**src/hw/bbm_pkg.sv**
```systemverilog
// bbm_pkg: constants and carrier types for the bad block manager
// assumes a flash operation engine outside that runs the pin protocol
package bbm_pkg;
  // ----------------------------------------------------------------
  // geometry and marks
  // ----------------------------------------------------------------
  localparam int unsigned BLOCK_COUNT     = 2048;
  localparam int unsigned MIN_GOOD_BLOCKS = 2008;
  localparam int unsigned BLK_W           = 11;
  localparam logic [7:0]  BAD_MARK        = 8'h00;
  localparam logic [7:0]  STATUS_READ_CMD = 8'h70;
  localparam int unsigned STAT_FAIL_BIT   = 0;
  localparam logic [7:0]  PAD_BYTE        = 8'hff;
  // ----------------------------------------------------------------
  // error correction and wear
  // ----------------------------------------------------------------
  localparam int unsigned ECC_MIN_BITS    = 8;
  localparam int unsigned ECC_UNIT_BYTES  = 512;
  localparam int unsigned ERR_W           = 4;
  localparam int unsigned WEAR_W          = 16;

  typedef enum logic [1:0] {
    BBM_OP_READ,
    BBM_OP_PROGRAM,
    BBM_OP_ERASE,
    BBM_OP_MARK
  } bbm_op_type;

  // request toward the flash operation engine
  typedef struct packed {
    bbm_op_type       op;
    logic [BLK_W-1:0] block;
  } bbm_req_type;

  // result of one flash operation
  typedef struct packed {
    logic [7:0]       status;
    logic [7:0]       mark;
    logic [ERR_W-1:0] ecc_errs;
    logic             ecc_fail;
  } bbm_rsp_type;
endpackage

```
**src/hw/bbm_table.sv**
```systemverilog
// bbm_table: one retired flag per block, flip-flop storage
// assumes one write per cycle at most; read is combinational
`timescale 1ns/100ps
module bbm_table #(
  parameter int unsigned BLOCKS = bbm_pkg::BLOCK_COUNT,
  parameter int unsigned AW     = bbm_pkg::BLK_W
) (
  input  wire logic          sys_clk_in,
  input  wire logic          rst_n_in,
  input  wire logic          set_in,
  input  wire logic [AW-1:0] set_idx_in,
  input  wire logic [AW-1:0] rd_idx_in,
  output logic               rd_bad_out
);
  logic [BLOCKS-1:0] bad_q;
  logic [BLOCKS-1:0] bad_d;

  // flags only ever set; a retired block comes back only when reset clears the table
  always_comb begin
    bad_d = bad_q;
    if (set_in) begin
      bad_d[set_idx_in] = 1'b1;
    end
  end

  always_ff @(posedge sys_clk_in or negedge rst_n_in) begin
    if (!rst_n_in) begin
      bad_q <= '0;
    end else begin
      bad_q <= bad_d;
    end
  end

  assign rd_bad_out = bad_q[rd_idx_in];
endmodule // bbm_table

```
**src/hw/bbm_ctrl.sv**
```systemverilog
// bbm_ctrl: host-side bad block manager for a parallel flash
// assumes an operation engine that issues commands on the flash pins and
// returns the status byte (read after the status read command) or data
`timescale 1ns/100ps
module bbm_ctrl #(
  parameter int unsigned BLOCKS   = bbm_pkg::BLOCK_COUNT,
  parameter int unsigned ECC_BITS = bbm_pkg::ECC_MIN_BITS,
  parameter int unsigned AW       = bbm_pkg::BLK_W
) (
  input  wire logic                 sys_clk_in,
  input  wire logic                 rst_n_in,
  // user side
  input  wire logic                 usr_valid_in,
  input  wire bbm_pkg::bbm_op_type  usr_op_in,
  input  wire logic [AW-1:0]        usr_block_in,
  output logic                      usr_ready_out,
  output logic                      usr_done_out,
  output logic                      usr_ok_out,
  output logic [AW-1:0]             usr_block_out,
  output logic                      rewrite_out,
  output logic                      scan_busy_out,
  output logic [7:0]                pad_byte_out,
  // engine side
  output logic                      eng_valid_out,
  output bbm_pkg::bbm_req_type      eng_req_out,
  input  wire logic                 eng_done_in,
  input  wire bbm_pkg::bbm_rsp_type eng_rsp_in
);
  localparam int unsigned EW = bbm_pkg::ERR_W;

  typedef enum logic [2:0] {
    ST_SCAN, ST_SCAN_WAIT, ST_IDLE, ST_ISSUE, ST_WAIT
  } bbm_state_type;

  bbm_state_type    state_q, state_d;
  logic [AW-1:0]    scan_q, scan_d;
  logic [AW-1:0]    tgt_q, tgt_d;
  logic [AW-1:0]    nxt_q, nxt_d;
  bbm_pkg::bbm_op_type op_q, op_d;
  logic             done_q, done_d;
  logic             ok_q, ok_d;
  logic [AW-1:0]    blk_out_q, blk_out_d;
  logic             rew_q, rew_d;
  logic             set_bad;
  logic [AW-1:0]    set_idx;
  logic [AW-1:0]    rd_idx;
  logic             rd_bad;

  function automatic logic [AW-1:0] next_blk(input logic [AW-1:0] b);
    next_blk = (b == AW'(BLOCKS - 1)) ? '0 : AW'(b + 1'b1);
  endfunction

  bbm_table #(.BLOCKS(BLOCKS), .AW(AW)) u_table (
    .sys_clk_in (sys_clk_in),
    .rst_n_in   (rst_n_in),
    .set_in     (set_bad),
    .set_idx_in (set_idx),
    .rd_idx_in  (rd_idx),
    .rd_bad_out (rd_bad)
  );

  // ----------------------------------------------------------------
  // sequencing
  // ----------------------------------------------------------------
  always_comb begin
    state_d   = state_q;
    scan_d    = scan_q;
    tgt_d     = tgt_q;
    nxt_d     = nxt_q;
    op_d      = op_q;
    done_d    = 1'b0;
    ok_d      = ok_q;
    blk_out_d = blk_out_q;
    rew_d     = 1'b0;
    set_bad   = 1'b0;
    set_idx   = tgt_q;
    rd_idx    = tgt_q;
    case (state_q)
      ST_SCAN: begin
        state_d = ST_SCAN_WAIT;
      end
      ST_SCAN_WAIT: begin
        if (eng_done_in) begin
          set_bad = (eng_rsp_in.mark == bbm_pkg::BAD_MARK);
          set_idx = scan_q;
          scan_d  = next_blk(scan_q);
          state_d = (scan_q == AW'(BLOCKS - 1)) ? ST_IDLE : ST_SCAN;
        end
      end
      ST_IDLE: begin
        if (usr_valid_in) begin
          op_d    = usr_op_in;
          tgt_d   = usr_block_in;
          state_d = ST_ISSUE;
        end
      end
      ST_ISSUE: begin
        if (rd_bad) begin
          if (op_q == bbm_pkg::BBM_OP_READ) begin
            done_d    = 1'b1;
            ok_d      = 1'b0;
            blk_out_d = tgt_q;
            state_d   = ST_IDLE;
          end else begin
            tgt_d = nxt_q;
            nxt_d = next_blk(nxt_q);
          end
        end else begin
          state_d = ST_WAIT;
        end
      end
      ST_WAIT: begin
        if (eng_done_in) begin
          blk_out_d = tgt_q;
          // status bit zero set means fail
          if (op_q != bbm_pkg::BBM_OP_READ &&
              eng_rsp_in.status[bbm_pkg::STAT_FAIL_BIT]) begin
            set_bad = 1'b1;
            if (op_q == bbm_pkg::BBM_OP_PROGRAM) begin
              rew_d   = 1'b1;
              state_d = ST_ISSUE;
            end else begin
              done_d  = 1'b1;
              ok_d    = 1'b0;
              state_d = ST_IDLE;
            end
          end else begin
            rew_d   = (op_q == bbm_pkg::BBM_OP_READ) &&
                      (eng_rsp_in.ecc_fail ||
                       eng_rsp_in.ecc_errs >= EW'(ECC_BITS - 1));
            done_d  = 1'b1;
            ok_d    = !(op_q == bbm_pkg::BBM_OP_READ && eng_rsp_in.ecc_fail);
            state_d = ST_IDLE;
          end
        end
      end
      default: state_d = ST_IDLE;
    endcase
  end

  always_ff @(posedge sys_clk_in or negedge rst_n_in) begin
    if (!rst_n_in) begin
      state_q   <= ST_SCAN;
      scan_q    <= '0;
      tgt_q     <= '0;
      nxt_q     <= '0;
      op_q      <= bbm_pkg::BBM_OP_READ;
      done_q    <= 1'b0;
      ok_q      <= 1'b0;
      blk_out_q <= '0;
      rew_q     <= 1'b0;
    end else begin
      state_q   <= state_d;
      scan_q    <= scan_d;
      tgt_q     <= tgt_d;
      nxt_q     <= nxt_d;
      op_q      <= op_d;
      done_q    <= done_d;
      ok_q      <= ok_d;
      blk_out_q <= blk_out_d;
      rew_q     <= rew_d;
    end
  end

  // ----------------------------------------------------------------
  // outputs
  // ----------------------------------------------------------------
  // scan reads the marker via the read op; issue waits one cycle for lookup
  // retired targets never reach the engine
  assign eng_valid_out   = (state_q == ST_SCAN) ||
                           (state_q == ST_ISSUE && !rd_bad);
  assign eng_req_out.op  = (state_q == ST_SCAN) ? bbm_pkg::BBM_OP_READ : op_q;
  assign eng_req_out.block = (state_q == ST_SCAN) ? scan_q : tgt_q;
  assign usr_ready_out   = (state_q == ST_IDLE);
  assign usr_done_out    = done_q;
  assign usr_ok_out      = ok_q;
  assign usr_block_out   = blk_out_q;
  assign rewrite_out     = rew_q;
  assign scan_busy_out   = (state_q == ST_SCAN) || (state_q == ST_SCAN_WAIT);
  assign pad_byte_out    = bbm_pkg::PAD_BYTE;

  // ----------------------------------------------------------------
  // checks
  // ----------------------------------------------------------------
  a_no_bad_erase: assert property (@(posedge sys_clk_in)
    disable iff (!rst_n_in)
    eng_valid_out && eng_req_out.op == bbm_pkg::BBM_OP_ERASE |-> !rd_bad)
    else $error("erase issued to a retired block");
  a_scan_before_use: assert property (@(posedge sys_clk_in)
    disable iff (!rst_n_in)
    scan_busy_out |-> !usr_ready_out && !usr_done_out)
    else $error("user served during scan");
  a_zero_mark_bad: assert property (@(posedge sys_clk_in)
    disable iff (!rst_n_in)
    state_q == ST_SCAN_WAIT && eng_done_in &&
    eng_rsp_in.mark == bbm_pkg::BAD_MARK |-> set_bad && set_idx == scan_q)
    else $error("zero mark not retired");
  a_prog_fail_retry: assert property (@(posedge sys_clk_in)
    disable iff (!rst_n_in)
    state_q == ST_WAIT && eng_done_in && op_q == bbm_pkg::BBM_OP_PROGRAM &&
    eng_rsp_in.status[bbm_pkg::STAT_FAIL_BIT]
    |=> rewrite_out && state_q == ST_ISSUE && $stable(op_q))
    else $error("program failure not retried");
  a_erase_fail_done: assert property (@(posedge sys_clk_in)
    disable iff (!rst_n_in)
    state_q == ST_WAIT && eng_done_in && op_q == bbm_pkg::BBM_OP_ERASE &&
    eng_rsp_in.status[bbm_pkg::STAT_FAIL_BIT]
    |-> set_bad ##1 usr_done_out && !usr_ok_out)
    else $error("erase failure not retired");
  a_read_keeps_blk: assert property (@(posedge sys_clk_in)
    disable iff (!rst_n_in)
    state_q == ST_WAIT && op_q == bbm_pkg::BBM_OP_READ |-> !set_bad)
    else $error("read error retired a block");
  a_ecc_rewrite: assert property (@(posedge sys_clk_in)
    disable iff (!rst_n_in)
    state_q == ST_WAIT && eng_done_in && op_q == bbm_pkg::BBM_OP_READ &&
    eng_rsp_in.ecc_fail |=> rewrite_out && usr_done_out)
    else $error("uncorrectable read not flagged");
  a_redirect_bad: assert property (@(posedge sys_clk_in)
    disable iff (!rst_n_in)
    state_q == ST_ISSUE && rd_bad && op_q != bbm_pkg::BBM_OP_READ
    |=> tgt_q == $past(nxt_q))
    else $error("retired block not redirected");
  a_status_bit: assert property (@(posedge sys_clk_in)
    disable iff (!rst_n_in)
    state_q == ST_WAIT && eng_done_in && op_q != bbm_pkg::BBM_OP_READ &&
    !eng_rsp_in.status[bbm_pkg::STAT_FAIL_BIT] |=> usr_done_out && usr_ok_out)
    else $error("pass status not reported");
  c_scan_end: cover property (@(posedge sys_clk_in)
    state_q == ST_SCAN_WAIT ##1 state_q == ST_IDLE);
  c_prog_fail: cover property (@(posedge sys_clk_in) rewrite_out &&
    op_q == bbm_pkg::BBM_OP_PROGRAM);
  c_erase_ok: cover property (@(posedge sys_clk_in) usr_done_out &&
    usr_ok_out && op_q == bbm_pkg::BBM_OP_ERASE);
endmodule // bbm_ctrl

```
**config.mk**
```make
export PLATFORM = sky130hd
export DESIGN_NAME = bbm_ctrl
export DESIGN_NICKNAME = d
export VERILOG_FILES = /design/src/hw/bbm_pkg.sv /design/src/hw/bbm_table.sv /design/src/hw/bbm_ctrl.sv
export SDC_FILE = /design/constraint.sdc
export NUM_CORES = 2
export LEC_CHECK = 0
export ABC_AREA = 1
export ABC_CLOCK_PERIOD_IN_PS = 5030
export BUFFER_PORTS_ARGS = -buffer_cell sky130_fd_sc_hd__buf_2
export CAP_MARGIN = 20
export CORE_AREA = 8 8 400 402
export CTS_CLUSTER_DIAMETER = 120
export DETAILED_ROUTE_END_ITERATION = 10
export DIE_AREA = 0 0 408 410
export PLACE_DENSITY = 0.76
export SYNTH_ARGS = -nofsm -noshare
export SYNTH_HDL_FRONTEND = slang
export SYNTH_HIERARCHICAL = 1
export SYNTH_SLANG_ARGS = --single-unit
export TNS_END_PERCENT = 30
```
**constraint.sdc**
```tcl
create_clock -name sys_clk_in -period 5.03 [get_ports sys_clk_in]
set_input_delay 0.2515 -clock sys_clk_in [delete_from_list [all_inputs] [get_ports sys_clk_in]]
set_output_delay 0.2515 -clock sys_clk_in [all_outputs]
set_load 0.01 [all_outputs]
```
==> flow_metrics.tcl <==
set metrics [dict create \
    outcome "finished with violations" \
    violations "setup timing" \
    postLayoutSetupSlackWorst_ps -34.4 \
    grtUsageTotal 0.342 \
    combPwrFrac 0.320 \
    synth_top_family_by_area "simple AND/OR/NAND/NOR gates" \
    finalNetCount 9384 \
    hold_path.class "in2reg" \
    yosysWarningCount 6 \
    setup_viol 1 \
    switching_share 0.376 \
    gp_congestion 0.858 \
    cp.required_ps 5750 \
    netlist-cell-type-count 31 \
    irDropWorstVdd_v 0.000553 \
    maxCapViolCount 0 \
    via_count 75400 \
    start_kind "flip-flop" \
    r2r_cells 22 \
    cp_top_family "simple AND/OR/NAND/NOR gates" \
    numPortBuffers 60 \
    netlist_top_cells_area "dfrtp_1 57%, o21bai_1 16%, nand3_1 11%, nand2_1 8.2%, clkbuf_1 2.0%" \
    path_cells "buf_12 > buf_16 > a21oi_1 > o21ai_0 > nand3_1 > nand3_1 > nand3_1 > nand3_1 > nand3_1 > nand3_1 > nand3_1 > nand3_1 > nand3_1 > nand2_1 > inv_1 > nor2_1 > nand2_1 > nand2_1 > nand3_1 > dlygate4sd3_1 > nand2_1 > dlygate4sd3_1" \
    avgSynthCellArea_um2 9.53 \
    layout.cells.non_filler 11600 \
    seq_power_share 0.348 \
    die_x_um 408 \
    r2r_slack_ps -30 \
    dp_slack_ps 454 \
    clockRootBuffer "clkbuf_16" \
    synthAdderAreaFrac 0.000273 \
    synth_edf_count 0 \
    setup_tns_ps -34.4 \
    final_hold_viol_count 0 \
    cts_made_buffers 208 \
    ys_async_sr_fraction 1.00 \
    overflow 0 \
    max_slew_margin 0.165 \
    dieArea_mm2 0.167 \
    place_hpwl_um 152000 \
    core-area_mm2 0.153 \
    yosysSeqAreaShare 0.573 \
    synth_common_cells "2100 x dfrtp_1, 2000 x nand2_1, 1940 x nand3_1" \
    synthCells 9623 \
    p_leak_nw 46.8 \
    wire_per_inst_um 25.7 \
    io_pins 76 \
    fin_util 0.669 \
    grt_antenna_before_repair 6 \
    grt_max_degree 207 \
    grt_pass1_vias 74100 \
    cts_tree "yes" \
    yosysMostFrequentCell "dfrtp_1" \
    hp-start "eng_rsp_in[11]" \
    startpoint "rd_idx[1]$_DFFE_PN0P_" \
    synth_compound_area_frac 0.183 \
    drc 0 \
    path_max_fanout 138 \
    pwr-share-clk 0.331 \
    worstSetupEndpointType "flip-flop" \
    period_needed_ps 5060 \
    r2r-start "rd_idx[1]$_DFFE_PN0P_" \
    clock-skew-final_ps 33.9 \
    wl_um 297000 \
    hold_slack_ps 237 \
    place_inst 11100 \
    worst_pin_slew_ps 1250 \
    drive_gt1_frac 0.0776 \
    htree_levels 4 \
    whs_path_depth 7 \
    slew_viol_final 0 \
    synth_largest_area_cell "dfrtp_1" \
    synth_xor_area_frac 0.000477 \
    fmax_ghz 0.197 \
    clock_latency_ps 850 \
    die_y_um 410 \
    post_synth_and_or_nand_nor_area_fraction 0.193 \
    first_pass_iters 8 \
    holdPathEnd "u_table/bad_q[1988]$_DFFE_PN0P_" \
    r2r-end "usr_ok_out$_DFFE_PN0P_" \
    drt_first_iter_violations 10600 \
    crit_buf_inv 5 \
    rows 144 \
    crit_arrival_ps 5780 \
    synth_top_area_share 0.573 \
    syn_area_mm2 0.0917 \
    synth_seq_cells 2100 \
    avgViaCountPerCell 6.53 \
    areaGrowthSynthToFinish_pct 11.9 \
    clk_pin_slew_ps 60 \
    antenna_left 0 \
    synthFlopType "dfrtp_1" \
    cts.sinks 2100 \
    pwr_density_cell_mw_per_mm2 487 \
    initial_core_util 0.598 \
    slowest_delay_ps 580 \
    synth_mux_area_frac 0 \
    worstSetupPathType "reg2reg" \
    cts_buffer_depth 3 \
    p_switching_mw 18.8 \
    cp_common_cell "nand3_1" \
    internal_power_mw 31.2 \
    cpMaxStageDelayCell "dlygate4sd3_1" \
    grt_pass1_wl_um 450000 \
    period_share 1.01 \
]
[timing repair]
item / 4_1_cts / 5_1_grt
endpoints found under the setup margin: 0 / 2
hold endpoints to repair: 399 / 0
setup buffers: 0 / 7
hold buffers: 29 / 0
resized for setup: 0 / 35
[metrics by stage]
step	total power, mW	instance area, um2
2_1_floorplan	26.7	91700
3_5_place_dp	32.4	93700
4_1_cts	48.9	101000
6_report	50.0	103000
3_3_place_gp	32.3	93700
5_1_grt	51.6	103000
[power by group through the flow]
stage / clock (mW) / combinational, mW / sequential, mW
after detailed placement: 0 / 14.7 / 17.7
after global placement: 0 / 14.5 / 17.7
after CTS: 16.7 / 14.8 / 17.4
after global routing: 17.4 / 16.8 / 17.4
final: 16.6 / 16.0 / 17.4
after floorplan: 0 / 9.21 / 17.5
[logic make-up after synthesis]
group / count (synthesis)
adders and majority gates: 2
other: 1
buffers and inverters: 1078
DFF: 2100
AOI/OAI and AO/OA: 2406
and+or+nand+nor: 4031
xor gates and xnor gates: 5
[worst max-delay path by stage]
stage / to / cells past startpoint
5_1_grt: usr_ok_out$_DFFE_PN0P_ / 23
6_report: usr_ok_out$_DFFE_PN0P_ / 22
3_5_place_dp: u_table/bad_q[1234]$_DFFE_PN0P_ / 9
2_1_floorplan: u_table/bad_q[1255]$_DFFE_PN0P_ / 11
4_1_cts: usr_ok_out$_DFFE_PN0P_ / 23
3_3_place_gp: u_table/bad_q[466]$_DFFE_PN0P_ / 10
[state kept, by name (all words and copies together), names as in the netlist]
register,cells
nxt_q,11
op_q,2
rd_idx,11
rewrite_out,1
scan_q,11
state_q,3
u_table/bad_q,2048
usr_block_out,11
usr_done_out,1
usr_ok_out,1
[area by class of cell]
class                           count  area, um2
Multi-Input combinational cell   6452      34800
Clock inverter                     74       1110
Sequential cell                  2100      52600
Fill cell                       11400      50700
Timing Repair Buffer              363       4400
Timing Repair inverter              1       20.0
Tap cell                         2044       2560
Clock buffer                      308       6210
Antenna cell                        2       5.00
Inverter                          218        881
[routing by layer]
metal	track usage	wire [um]	up-vias
met5	0	12	-
met4	0.184	18000	2
met3	0.0832	33300	1123
met2	0.513	132000	4689
met1	0.464	113000	37500
li1	-	-	32100
[worst min-delay path: stages]
cell and delay (ps):
buf_2 80, nor4_1 40, nand3_1 60, nand2_1 70
buf_4 240, nand3_1 210, o21bai_1 80
[layout by cell type (no fill, tap or decap), types with 6 or more instances in the layout]
cell,Yosys,layout
a21oi_1,161,161
buf_12,0,63
buf_16,0,40
buf_2,272,59
buf_4,32,152
buf_6,12,10
bufinv_16,0,25
clkbuf_1,489,40
clkbuf_16,0,216
clkbuf_8,0,57
clkinv_2,0,34
conb_1,1,8
dfrtp_1,2100,2094
dlygate4sd3_1,0,29
inv_1,210,207
inv_2,7,6
inv_6,0,6
nand2_1,2000,1984
nand2_4,0,16
nand3_1,1940,1927
nand3_2,1,6
nand3_4,0,8
nand4_1,15,15
nor2_1,43,43
nor3_1,17,16
nor3_2,9,10
o21ai_0,325,325
o21ai_1,22,22
o21bai_1,1895,1895
(Power assumes the default switching activity.)
